### src/bbid_defines.svh
// constants for the byte and bit instruction datapath
// Overview of operation
// - read-modify-write of port uses pin levels
// - instruction writing timer count clears assigned prescaler, bus write does not
// - taken skip lasts two cycles, second idle
// - add immediate into accumulator, all three flags
// - bit clear forces chosen bit low, no flags
// - add register to destination, all three flags
// - destination bit 0 accumulator, 1 file register
// - bit set forces chosen bit high, no flags
// - AND immediate into accumulator, zero flag only
// - skip next when tested bit is zero
// - AND register to destination, zero flag only
// - skip next when tested bit is one
`ifndef BBID_DEFINES_SVH
`define BBID_DEFINES_SVH

// ****************************************
// register byte offsets
// ****************************************
`define BBID_CTRL_OFS 12'h000
`define BBID_INSTR_OFS 12'h004
`define BBID_ACC_OFS 12'h008
`define BBID_STATUS_OFS 12'h00C
`define BBID_PRESC_OFS 12'h010
`define BBID_LATCH_OFS 12'h014
`define BBID_FILE_REGION 3'h1

// ****************************************
// field positions
// ****************************************
`define BBID_CTRL_PSA_BIT 0
`define BBID_ST_C_BIT 0
`define BBID_ST_NIBBLE_BIT 1
`define BBID_ST_Z_BIT 2
`define BBID_ST_BUSY_BIT 8
`define BBID_ST_SKIP_BIT 9

// ****************************************
// special file indices and reset values
// ****************************************
`define BBID_TIMER_IDX 7'h01
`define BBID_PORT_IDX 7'h05
`define BBID_ACC_RST 8'h00
`define BBID_LATCH_RST 8'h00
`define BBID_PRESC_RST 8'h00
`define BBID_RESP_OKAY 2'h0
`define BBID_RESP_SLVERR 2'h2

`endif

### src/bbid_pkg.sv
// types for the byte and bit instruction datapath
package bbid_pkg;

   // ****************************************
   // operations, in command code order from 0
   // ****************************************
   typedef enum logic [3:0] {
      nop_op,
      add_immediate_op,
      add_register_op,
      and_immediate_op,
      and_register_op,
      bit_clear_op,
      bit_set_op,
      test_skip_if_zero_op,
      test_skip_if_one_op
   } bbid_op_t;

   // ****************************************
   // execution states
   // ****************************************
   typedef enum logic [1:0] {
      st_idle,
      st_exec,
      st_nop
   } bbid_state_t;

   // ****************************************
   // instruction word layout
   // ****************************************
   typedef struct packed {
      logic [7:0] spare;
      logic [7:0] literal;
      logic fill;
      logic [6:0] faddr;
      logic [2:0] bit_sel;
      logic dest;
      logic [3:0] op;
   } bbid_instr_t;

   // ****************************************
   // arithmetic flags
   // ****************************************
   typedef struct packed {
      logic z;
      logic nibble_carry;
      logic c;
   } bbid_flags_t;

endpackage

### src/bbid_datapath.sv
// byte and bit instruction datapath with an axi4-lite register slave
`timescale 1ns/10ps
`include "bbid_defines.svh"

module bbid_datapath import bbid_pkg::*; (
   // clock and reset
   input wire logic aclk,
   input wire logic aresetn,
   // axi4-lite write address
   input wire logic [11:0] s_axi_awaddr,
   input wire logic s_axi_awvalid,
   output logic s_axi_awready,
   // axi4-lite write data
   input wire logic [31:0] s_axi_wdata,
   input wire logic [3:0] s_axi_wstrb,
   input wire logic s_axi_wvalid,
   output logic s_axi_wready,
   // axi4-lite write response
   output logic [1:0] s_axi_bresp,
   output logic s_axi_bvalid,
   input wire logic s_axi_bready,
   // axi4-lite read address
   input wire logic [11:0] s_axi_araddr,
   input wire logic s_axi_arvalid,
   output logic s_axi_arready,
   // axi4-lite read data
   output logic [31:0] s_axi_rdata,
   output logic [1:0] s_axi_rresp,
   output logic s_axi_rvalid,
   input wire logic s_axi_rready,
   // first io port
   input wire logic [7:0] port_pins,
   output logic [7:0] port_latch,
   // timer side effects and status
   output logic prescaler_clear,
   output logic instr_busy
);

   // ****************************************
   // state
   // ****************************************
   logic aw_held; // write address waiting
   logic [11:0] aw_addr; // captured write address
   logic w_held; // write data waiting
   logic [31:0] w_data; // captured write data
   logic [3:0] w_strb; // captured byte enables
   logic [1:0] bresp; // write answer code
   logic bvalid; // write answer pending
   logic [31:0] rdata; // read answer data
   logic [1:0] rresp; // read answer code
   logic rvalid; // read answer pending
   bbid_state_t state; // execution state
   bbid_instr_t instr; // instruction under way
   logic [7:0] acc; // accumulator
   bbid_flags_t flags; // carry, nibble carry, zero
   logic skip_pending; // next instruction is dropped
   logic psa; // prescaler belongs to the timer
   logic [7:0] presc; // prescaler count
   logic presc_clr; // one-cycle prescaler clear
   logic [7:0] latch; // port output latch
   logic [7:0] file_mem [0:127]; // file registers

   // ****************************************
   // next values
   // ****************************************
   logic next_aw_held;
   logic [11:0] next_aw_addr;
   logic next_w_held;
   logic [31:0] next_w_data;
   logic [3:0] next_w_strb;
   logic [1:0] next_bresp;
   logic next_bvalid;
   logic [31:0] next_rdata;
   logic [1:0] next_rresp;
   logic next_rvalid;
   bbid_state_t next_state;
   bbid_instr_t next_instr;
   logic [7:0] next_acc;
   bbid_flags_t next_flags;
   logic next_skip_pending;
   logic next_psa;
   logic [7:0] next_presc;
   logic next_presc_clr;
   logic [7:0] next_latch;

   // ****************************************
   // combinational helpers
   // ****************************************
   logic commit; // address and data both held, no write answer pending
   logic mem_we; // file write strobe
   logic [6:0] mem_idx; // file write index
   logic [7:0] mem_wd; // file write data
   logic [7:0] operand; // file operand of the instruction
   logic tested; // selected bit of the operand
   logic [8:0] sum; // nine-bit sum
   logic [4:0] nib_sum; // low nibble sum
   logic [7:0] bit_mask; // one-hot selected bit
   logic [6:0] rd_idx; // file index of a read

   // handshake outputs straight from the hold flags
   assign s_axi_awready = ~aw_held;
   assign s_axi_wready = ~w_held;
   assign s_axi_bvalid = bvalid;
   assign s_axi_bresp = bresp;
   assign s_axi_arready = ~rvalid;
   assign s_axi_rvalid = rvalid;
   assign s_axi_rdata = rdata;
   assign s_axi_rresp = rresp;
   assign port_latch = latch;
   assign prescaler_clear = presc_clr;
   assign instr_busy = (state != st_idle);
   assign commit = aw_held & w_held & ~bvalid;
   assign rd_idx = s_axi_araddr[8:2];

   // operand fetch: the port reads its pins, never its latch
   always_comb begin
      if (instr.faddr == `BBID_PORT_IDX) begin
         operand = port_pins;
      end else begin
         operand = file_mem[instr.faddr];
      end
      tested = operand[instr.bit_sel];
      bit_mask = 8'h01 << instr.bit_sel;
   end

   // adder with carry out of bits 3 and 7
   always_comb begin
      if (bbid_op_t'(instr.op) == add_immediate_op) begin
         sum = {1'b0, acc} + {1'b0, instr.literal};
         nib_sum = {1'b0, acc[3:0]} + {1'b0, instr.literal[3:0]};
      end else begin
         sum = {1'b0, acc} + {1'b0, operand};
         nib_sum = {1'b0, acc[3:0]} + {1'b0, operand[3:0]};
      end
   end

   // ****************************************
   // axi write and read channels
   // ****************************************

   // capture address and data in either order, answer after both
   always_comb begin
      next_aw_held = aw_held;
      next_aw_addr = aw_addr;
      next_w_held = w_held;
      next_w_data = w_data;
      next_w_strb = w_strb;
      next_bvalid = bvalid;
      next_bresp = bresp;
      if (s_axi_awvalid && !aw_held) begin
         next_aw_held = 1'b1;
         next_aw_addr = s_axi_awaddr;
      end
      if (s_axi_wvalid && !w_held) begin
         next_w_held = 1'b1;
         next_w_data = s_axi_wdata;
         next_w_strb = s_axi_wstrb;
      end
      if (bvalid && s_axi_bready) begin
         next_bvalid = 1'b0;
      end
      if (commit) begin
         // both parts used: release them and answer
         next_aw_held = 1'b0;
         next_w_held = 1'b0;
         next_bvalid = 1'b1;
         next_bresp = `BBID_RESP_OKAY;
         if (aw_addr == `BBID_INSTR_OFS && state != st_idle) begin
            next_bresp = `BBID_RESP_SLVERR; // refused while busy
         end else if (aw_addr == `BBID_CTRL_OFS || aw_addr == `BBID_INSTR_OFS) begin
            next_bresp = `BBID_RESP_OKAY;
         end else if (aw_addr == `BBID_ACC_OFS || aw_addr == `BBID_STATUS_OFS) begin
            next_bresp = `BBID_RESP_OKAY;
         end else if (aw_addr == `BBID_LATCH_OFS || aw_addr[11:9] == `BBID_FILE_REGION) begin
            next_bresp = `BBID_RESP_OKAY;
         end else begin
            next_bresp = `BBID_RESP_SLVERR; // unmapped or read only
         end
      end
   end

   // read decode, answered one cycle after the address is taken
   always_comb begin
      next_rvalid = rvalid;
      next_rdata = rdata;
      next_rresp = rresp;
      if (rvalid && s_axi_rready) begin
         next_rvalid = 1'b0;
      end
      if (s_axi_arvalid && !rvalid) begin
         next_rvalid = 1'b1;
         next_rresp = `BBID_RESP_OKAY;
         next_rdata = 32'h0000_0000;
         if (s_axi_araddr == `BBID_CTRL_OFS) begin
            next_rdata[`BBID_CTRL_PSA_BIT] = psa;
         end else if (s_axi_araddr == `BBID_INSTR_OFS) begin
            next_rdata = instr;
         end else if (s_axi_araddr == `BBID_ACC_OFS) begin
            next_rdata[7:0] = acc;
         end else if (s_axi_araddr == `BBID_STATUS_OFS) begin
            next_rdata[`BBID_ST_C_BIT] = flags.c;
            next_rdata[`BBID_ST_NIBBLE_BIT] = flags.nibble_carry;
            next_rdata[`BBID_ST_Z_BIT] = flags.z;
            next_rdata[`BBID_ST_BUSY_BIT] = (state != st_idle);
            next_rdata[`BBID_ST_SKIP_BIT] = skip_pending;
         end else if (s_axi_araddr == `BBID_PRESC_OFS) begin
            next_rdata[7:0] = presc;
         end else if (s_axi_araddr == `BBID_LATCH_OFS) begin
            next_rdata[7:0] = latch;
         end else if (s_axi_araddr[11:9] == `BBID_FILE_REGION) begin
            if (rd_idx == `BBID_PORT_IDX) begin
               next_rdata[7:0] = port_pins; // port reads its pins
            end else begin
               next_rdata[7:0] = file_mem[rd_idx];
            end
         end else begin
            next_rresp = `BBID_RESP_SLVERR; // unmapped
         end
      end
   end

   // ****************************************
   // instruction execution
   // ****************************************

   // bus writes first, the executing instruction overrides
   always_comb begin
      next_state = state;
      next_instr = instr;
      next_acc = acc;
      next_flags = flags;
      next_skip_pending = skip_pending;
      next_psa = psa;
      next_latch = latch;
      next_presc = psa ? presc + 8'h01 : presc;
      next_presc_clr = 1'b0;
      mem_we = 1'b0;
      mem_idx = aw_addr[8:2];
      mem_wd = w_data[7:0];
      // software register writes
      if (commit && w_strb[0]) begin
         if (aw_addr == `BBID_CTRL_OFS) begin
            next_psa = w_data[`BBID_CTRL_PSA_BIT];
         end else if (aw_addr == `BBID_ACC_OFS) begin
            next_acc = w_data[7:0];
         end else if (aw_addr == `BBID_STATUS_OFS) begin
            next_flags.c = w_data[`BBID_ST_C_BIT];
            next_flags.nibble_carry = w_data[`BBID_ST_NIBBLE_BIT];
            next_flags.z = w_data[`BBID_ST_Z_BIT];
         end else if (aw_addr == `BBID_LATCH_OFS) begin
            next_latch = w_data[7:0];
         end else if (aw_addr[11:9] == `BBID_FILE_REGION) begin
            if (aw_addr[8:2] == `BBID_PORT_IDX) begin
               next_latch = w_data[7:0];
            end else begin
               mem_we = 1'b1;
            end
         end
      end
      case (state)
         st_idle: begin
            // a new instruction, dropped if a skip was taken
            if (commit && aw_addr == `BBID_INSTR_OFS) begin
               next_instr = w_data;
               if (skip_pending) begin
                  next_skip_pending = 1'b0;
                  next_state = st_nop;
               end else begin
                  next_state = st_exec;
               end
            end
         end
         st_exec: begin
            next_state = st_idle;
            mem_idx = instr.faddr;
            case (bbid_op_t'(instr.op))
               add_immediate_op: begin
                  next_acc = sum[7:0];
                  next_flags.c = sum[8];
                  next_flags.nibble_carry = nib_sum[4];
                  next_flags.z = (sum[7:0] == 8'h00);
               end
               add_register_op: begin
                  next_flags.c = sum[8];
                  next_flags.nibble_carry = nib_sum[4];
                  next_flags.z = (sum[7:0] == 8'h00);
                  mem_wd = sum[7:0];
                  if (!instr.dest) begin
                     next_acc = sum[7:0];
                  end else begin
                     mem_we = 1'b1;
                  end
               end
               and_immediate_op: begin
                  next_acc = acc & instr.literal;
                  next_flags.z = ((acc & instr.literal) == 8'h00);
               end
               and_register_op: begin
                  mem_wd = acc & operand;
                  next_flags.z = ((acc & operand) == 8'h00);
                  if (!instr.dest) begin
                     next_acc = acc & operand;
                  end else begin
                     mem_we = 1'b1;
                  end
               end
               bit_clear_op: begin
                  mem_wd = operand & ~bit_mask;
                  mem_we = 1'b1;
               end
               bit_set_op: begin
                  mem_wd = operand | bit_mask;
                  mem_we = 1'b1;
               end
               test_skip_if_zero_op: begin
                  if (!tested) begin
                     next_skip_pending = 1'b1;
                     next_state = st_nop;
                  end
               end
               test_skip_if_one_op: begin
                  if (tested) begin
                     next_skip_pending = 1'b1;
                     next_state = st_nop;
                  end
               end
               default: begin
                  next_state = st_idle;
               end
            endcase
            // results aimed at the port land in its latch
            if (mem_we && instr.faddr == `BBID_PORT_IDX) begin
               mem_we = 1'b0;
               next_latch = mem_wd;
            end
            // a write to the timer count clears an assigned prescaler
            if (mem_we && instr.faddr == `BBID_TIMER_IDX && psa) begin
               next_presc = `BBID_PRESC_RST;
               next_presc_clr = 1'b1;
            end
         end
         st_nop: begin
            // idle second cycle
            next_state = st_idle;
         end
         default: begin
            next_state = st_idle;
         end
      endcase
   end

   // ****************************************
   // registers
   // ****************************************

   // bus channel registers
   always_ff @(posedge aclk) begin
      if (!aresetn) begin
         aw_held <= 1'b0;
         aw_addr <= 12'h000;
         w_held <= 1'b0;
         w_data <= 32'h0000_0000;
         w_strb <= 4'h0;
         bvalid <= 1'b0;
         bresp <= `BBID_RESP_OKAY;
         rvalid <= 1'b0;
         rdata <= 32'h0000_0000;
         rresp <= `BBID_RESP_OKAY;
      end else begin
         aw_held <= next_aw_held;
         aw_addr <= next_aw_addr;
         w_held <= next_w_held;
         w_data <= next_w_data;
         w_strb <= next_w_strb;
         bvalid <= next_bvalid;
         bresp <= next_bresp;
         rvalid <= next_rvalid;
         rdata <= next_rdata;
         rresp <= next_rresp;
      end
   end

   // execution registers
   always_ff @(posedge aclk) begin
      if (!aresetn) begin
         state <= st_idle;
         instr <= '0;
         acc <= `BBID_ACC_RST;
         flags <= '0;
         skip_pending <= 1'b0;
         psa <= 1'b0;
         presc <= `BBID_PRESC_RST;
         presc_clr <= 1'b0;
         latch <= `BBID_LATCH_RST;
      end else begin
         state <= next_state;
         instr <= next_instr;
         acc <= next_acc;
         flags <= next_flags;
         skip_pending <= next_skip_pending;
         psa <= next_psa;
         presc <= next_presc;
         presc_clr <= next_presc_clr;
         latch <= next_latch;
      end
   end

   // file register array, no reset as in a real register file
   always_ff @(posedge aclk) begin
      if (mem_we) begin
         file_mem[mem_idx] <= mem_wd;
      end
   end

endmodule

### config.mk
export PLATFORM = sky130hd
export DESIGN_NAME = bbid_datapath
export DESIGN_NICKNAME = d
export VERILOG_FILES = /design/src/bbid_pkg.sv /design/src/bbid_datapath.sv
export VERILOG_INCLUDE_DIRS = /design/src /design/src/src
export SDC_FILE = /design/constraint.sdc
export NUM_CORES = 2
export LEC_CHECK = 0
export BUFFER_PORTS_ARGS = -buffer_cell sky130_fd_sc_hd__buf_2
export CORE_UTILIZATION = 34
export CTS_CLUSTER_DIAMETER = 50
export DETAILED_ROUTE_END_ITERATION = 6
export PLACE_DENSITY = 0.5
export SLEW_MARGIN = 10
export SYNTH_ARGS = -nofsm -noshare
export SYNTH_HDL_FRONTEND = slang
export SYNTH_SLANG_ARGS = --single-unit
### constraint.sdc
create_clock -name aclk -period 12.2 [get_ports aclk]
set_input_delay 0.61 -clock aclk [delete_from_list [all_inputs] [get_ports aclk]]
set_output_delay 0.61 -clock aclk [all_outputs]
set_load 0.02 [all_outputs]
### After elaboration in Yosys (flattened, before gate mapping)

Memory sizes are Yosys's and may differ from the RTL's. A register that Yosys moved wholly into a read port is not among the register bits.
Index checks and enable logic that the tools add are counted.

* register bits after elaboration: 149
* latch bits: 0
* memory bits (read-only): 0
* logic and storage cells: 201
* bits in writable memories: 1024
* memories kept: 1

Memories
* file_mem: depth 128, bits a word 8, read ports 2, clocked after memory_dff 1, wr ports 1, RTL line bbid_datapath.sv:61 `logic [7:0] file_mem [0:127];`

* add/subtract/negate cells: 5
* multiplexer cells: 91
* shifts and indexed selects: 1
* multipliers: 0
* equal/unequal tests: 28
* reductions and logical operators: 35
* magnitude comparators: 1
* bitwise operators: 12
* divide/modulo/power cells: 0

Operator list (count)
* two-way mux 8 bit: 25
* case mux 8 bit (4 select lines): 2
* == test 12 x 4 -> 1 bit (second input constant): 4
* == test 12 x 5 -> 1 bit (second input constant): 3
* two-way mux 2 bit: 18
* two-way mux 31 bit: 1
* bitwise AND 8 bit: 3
* == test 12 x 3 -> 1 bit (second input constant): 2
* zero test 12 bit: 2
* zero test 8 bit: 3
* two-way mux 1 bit: 24
* two-way mux 22 bit: 1
* == test 7 x 3 -> 1 bit (second input constant): 3
* two-way mux 7 bit: 3
* adder 8 x 8 -> 9 bit: 2
* two-way mux 3 bit: 6
* == test 4 x 3 -> 1 bit (second input constant): 4
* logical AND 1 bit: 11
* adder 4 x 4 -> 5 bit: 2
* two-way mux 10 bit: 1
* two-way mux 5 bit: 2
* two-way mux 9 bit: 1
* adder 8 x 1 -> 8 bit (second input constant): 1
* == test 4 x 2 -> 1 bit (second input constant): 2
* other kinds (25): 47

### Longest topological paths before layout

* depth in word-level cells: 18
* mapped depth: 23
* mapped depth without buffers: 18

### Least setup slack after synthesis

No wires, ideal clock.

* kind: reg2reg
* from: register with a tool-made name
* to: memory file_mem[0][7] (data pin)
* data arrival time: 8.967 ns
* setup slack: 2.036 ns
* cell stages (with the launch flop): 22
* library setup time: 1.197 ns
* buffers on the path: 5
* path through: dfxtp_1 -> buf_6 -> buf_12 -> buf_12 -> buf_12 -> buf_12 -> mux4_2 -> o22ai_1 -> nor3_1 -> a2111oi_0 -> nor3_1 -> mux2_2 -> ha_1 -> a21o_1 -> a21oi_1 -> o21bai_1 -> a21oi_1 -> o21bai_1 -> a21oi_1 -> xor2_1 -> o21a_1 -> o21ai_0

RTL lines (RTL line)
* to (decl): bbid_datapath.sv:61

==> flow_metrics.env <==
export IMPL_vias=35400
export IMPL_finalCriticalPeriod_ns=8.31
export IMPL_synth_seq_cells=1178
export IMPL_p_leak_nw=20.6
export IMPL_insertion_delay_ns=0.79
export IMPL_slew_headroom=0.119
export IMPL_rows=149
export IMPL_whs_endpoint="w_data[27]"
export IMPL_ys_warn_count=0
export IMPL_path_delay_family="compound AO/OA/AOI/OAI gates"
export IMPL_reg2reg_depth=19
export IMPL_internal_power_mw=7.09
export IMPL_rsz0062_at_grt="false"
export IMPL_cts_resized=0
export IMPL_final_util=0.389
export IMPL_globalplace_congestion=0.906
export IMPL_fin_setup_tns_ns=0
export IMPL_hold_slack_ns=0.0692
export IMPL_pre_cts_ws_ns=4.03
export IMPL_end_kind="flip-flop"
export IMPL_ys_seq_area_frac=0.600
export IMPL_cts_hold_buf=1
export IMPL_slowest_delay_ns=1.03
export IMPL_overflow=0
export IMPL_path_cells="buf_12 > mux4_2 > nor2b_1 > a211oi_1 > a311oi_1 > a211oi_1 > o31ai_4 > mux2_2 > ha_1 > inv_1 > nor2_1 > nor2_1 > o21bai_1 > a21oi_1 > xnor2_1 > a22oi_1 > o21ai_4 > buf_4 > buf_4"
export IMPL_final_antenna_net_count=0
export IMPL_crit_path_start_kind="flip-flop"
export IMPL_p_comb_frac=0.049
export IMPL_start_util=0.342
export IMPL_fin_crit_sh=0.681
export IMPL_dpl_cell_area_um2=59300
export IMPL_post_synth_inst_count=3497
export IMPL_p_switching_mw=2.07
export IMPL_layout_nets=3726
export IMPL_post_cts_buffers=0
export IMPL_hp_class="in -> reg"
export IMPL_ys_types=86
export IMPL_io_pins=126
export IMPL_portBuffers=120
export IMPL_sequentialPowerShare=0.481
export IMPL_power_ir_vdd_worst_uv=97.8
export IMPL_cts_root_buf="clkbuf_16"
export IMPL_crit_type="reg -> reg"
export IMPL_timing_final_ws_setup_ns=3.89
export IMPL_synth_area_leaders="edfxtp_1 (55%), mux4_2 (20%), dfxtp_1 (5.5%), mux2i_1 (3.2%), nand2_1 (2.4%)"
export IMPL_fp_dieArea_um2=168000
export IMPL_clkPwrFrac=0.471
export IMPL_avgSynthCellArea_um2=16.1
export IMPL_r2r_end="file_mem[127][6]"
export IMPL_ff2ff_setup_slack_ns=3.89
export IMPL_core_area_um2=165000
export IMPL_clk_pin_slew_ns=0.06
export IMPL_switching_share=0.226
export IMPL_wl_um=195000
export IMPL_slowest_stage="a211oi_1"
export IMPL_cp_max_fo=90
export IMPL_synthTopCellsByCount="edfxtp_1 (1024), mux4_2 (507), nand2_1 (361)"
export IMPL_cts_tree="done"
export IMPL_setup_violations_final=0
export IMPL_via_per_inst=5.96
export IMPL_grt_first_pass_wirelength_um=273000
export IMPL_drv_slew=0
export IMPL_numCtsBuffers=149
export IMPL_final_area_um2=64100
export IMPL_wl_per_cell_um=32.7
export IMPL_track_usage=0.230
export IMPL_dp_hpwl_um=128000
export IMPL_synth_largest_area_cell="edfxtp_1"
export IMPL_required_ns=12.68
export IMPL_synth_ff_type="edfxtp_1"
export IMPL_drive_gt1_frac=0.279
export IMPL_hp_start="s_axi_wdata[27]"
export IMPL_yosysTopAreaCellShare=0.545
export IMPL_tightest_slew_ns=1.32
export IMPL_clock_path_buffers=3
export IMPL_fmax_mhz=120
export IMPL_grt_max_degree=97
export IMPL_yosysMostFrequentCell="edfxtp_1"
export IMPL_worst_path_buf_inv=4
export IMPL_die_w_um=409
export IMPL_cts_sinks=1178
export IMPL_status="completed"
export IMPL_die_y_um=409
export IMPL_htree_levels=4
export IMPL_worstPathArrival_ns=8.79
export IMPL_async_flop_share=0
export IMPL_drc_errors=0
export IMPL_cap_violations=0
export IMPL_drt_iter0_drc=4332
export IMPL_area_delta_synth_final_pct=13.7
export IMPL_dr_pass1_iters=6
export IMPL_finalClockSkew_ns=0.0424
export IMPL_netlist_area_um2=56400
export IMPL_grt_pass1_vias=34600
export IMPL_hold_depth=3
export IMPL_synth_edf_count=1024
export IMPL_antenna_found_initial=1
export IMPL_power_density_nw_per_um2=143
export IMPL_finalHoldViolations=0
export IMPL_n_fill_cell=15200
## worst min-delay path, stage by stage
cell     delay (ns)
buf_2          0.10
nand2_1        0.05
a21oi_1        0.05
## flip-flops by register name, summed over array words and instances, names as in the netlist, named ones only
name / flops
file_mem: 1024
instr: 32
s_axi_rdata: 32
w_data: 32
aw_addr: 12
acc: 8
port_latch: 8
presc: 8
flags: 3
state: 2
aw_held: 1
prescaler_clear: 1
psa: 1
s_axi_bresp: 1
s_axi_bvalid: 1
s_axi_rresp: 1
s_axi_rvalid: 1
skip_pending: 1
w_held: 1
w_strb: 1
## layout by cell type (no fill, tap or decap), types with 11 or more instances in the layout
master,n
a211oi_1,23
a21oi_1,175
a221oi_1,21
a22oi_1,56
a31oi_1,18
and3_1,12
buf_2,116
buf_4,116
clkbuf_1,21
clkbuf_16,154
clkinv_1,19
clkinv_2,26
clkinvlp_4,13
dfxtp_1,149
edfxtp_1,1024
inv_1,17
mux2_2,25
mux2i_1,181
mux4_1,14
mux4_2,507
nand2_1,360
nand2b_1,16
nand3_1,85
nand3b_1,12
nand4_1,11
nor2_1,208
nor2b_1,26
nor3_1,28
nor4_1,14
o21ai_0,34
o221ai_1,16
o22ai_1,18
## cells by family (layout without fill, tap and decap cells)
kind of cell             Yosys count  after routing  synth area share
AO/OA/AOI/OAI                    465            465            0.0550
multiplexers                     728            728             0.246
XOR/XNOR                          14             14           0.00217
other                              1             11         0.0000665
flip-flops                      1178           1178             0.600
adder cells (fa/ha/maj)           10             10           0.00235
buffers and inverters            279            528            0.0295
AND/OR/NAND/NOR                  822            822            0.0649
## routing by layer
layer  up-vias  wire length [µm]  part of all wire  global-route usage
met4         2              6440             0.033              0.0758
met5         -                12          0.000062                   0
li1      14600                 -                 -                   -
met3       286             15300             0.079              0.0423
met1     18900             82500              0.42               0.323
met2      1708             90400              0.46               0.360
## final cells by class
class                      instances  area, µm²  area share
clock inverter                    87        798      0.0124
inverter                          21       81.3     0.00127
timing repair buffer             242       1630      0.0254
clock buffer                     178       3970      0.0619
sequential                      1178      33800       0.528
antenna                            1       2.50   0.0000390
tap                             2189       2740      0.0427
multi-input combinational       2049      21100       0.328
## power by group through the flow
stage          Combinational, mW  Sequential (mW)  Clock [mW]
6_report                   0.445             4.41        4.31
5_1_grt                    0.466             4.41        4.52
4_1_cts                    0.444             4.41        4.38
3_5_place_dp               0.443             4.49           0
3_3_place_gp               0.442             4.49           0
2_1_floorplan              0.262             4.50           0
## stage by stage
stage | power [mW] | std cells
finish | 9.16 | 5945
global route | 9.40 | 5944
CTS | 9.23 | 5944
detailed placement | 4.93 | 5678
global placement | 4.93 | 5678
floorplan | 4.76 | 3506
## worst max-delay path by stage
| stage | from | end | slack, ns | depth (start not counted) |
|---|---|---|---|---|
| finish | flip-flop | file_mem[127][6] | 3.89 | 19 |
| floorplan | flip-flop | file_mem[0][7] | 2.04 | 21 |
| CTS | flip-flop | file_mem[86][6] | 3.99 | 20 |
| detailed placement | flip-flop | file_mem[123][6] | 4.03 | 20 |
| global placement | flip-flop | file_mem[126][6] | 4.01 | 20 |
| global route | flip-flop | file_mem[123][6] | 3.59 | 19 |
Power figures use the tool's default switching activity.
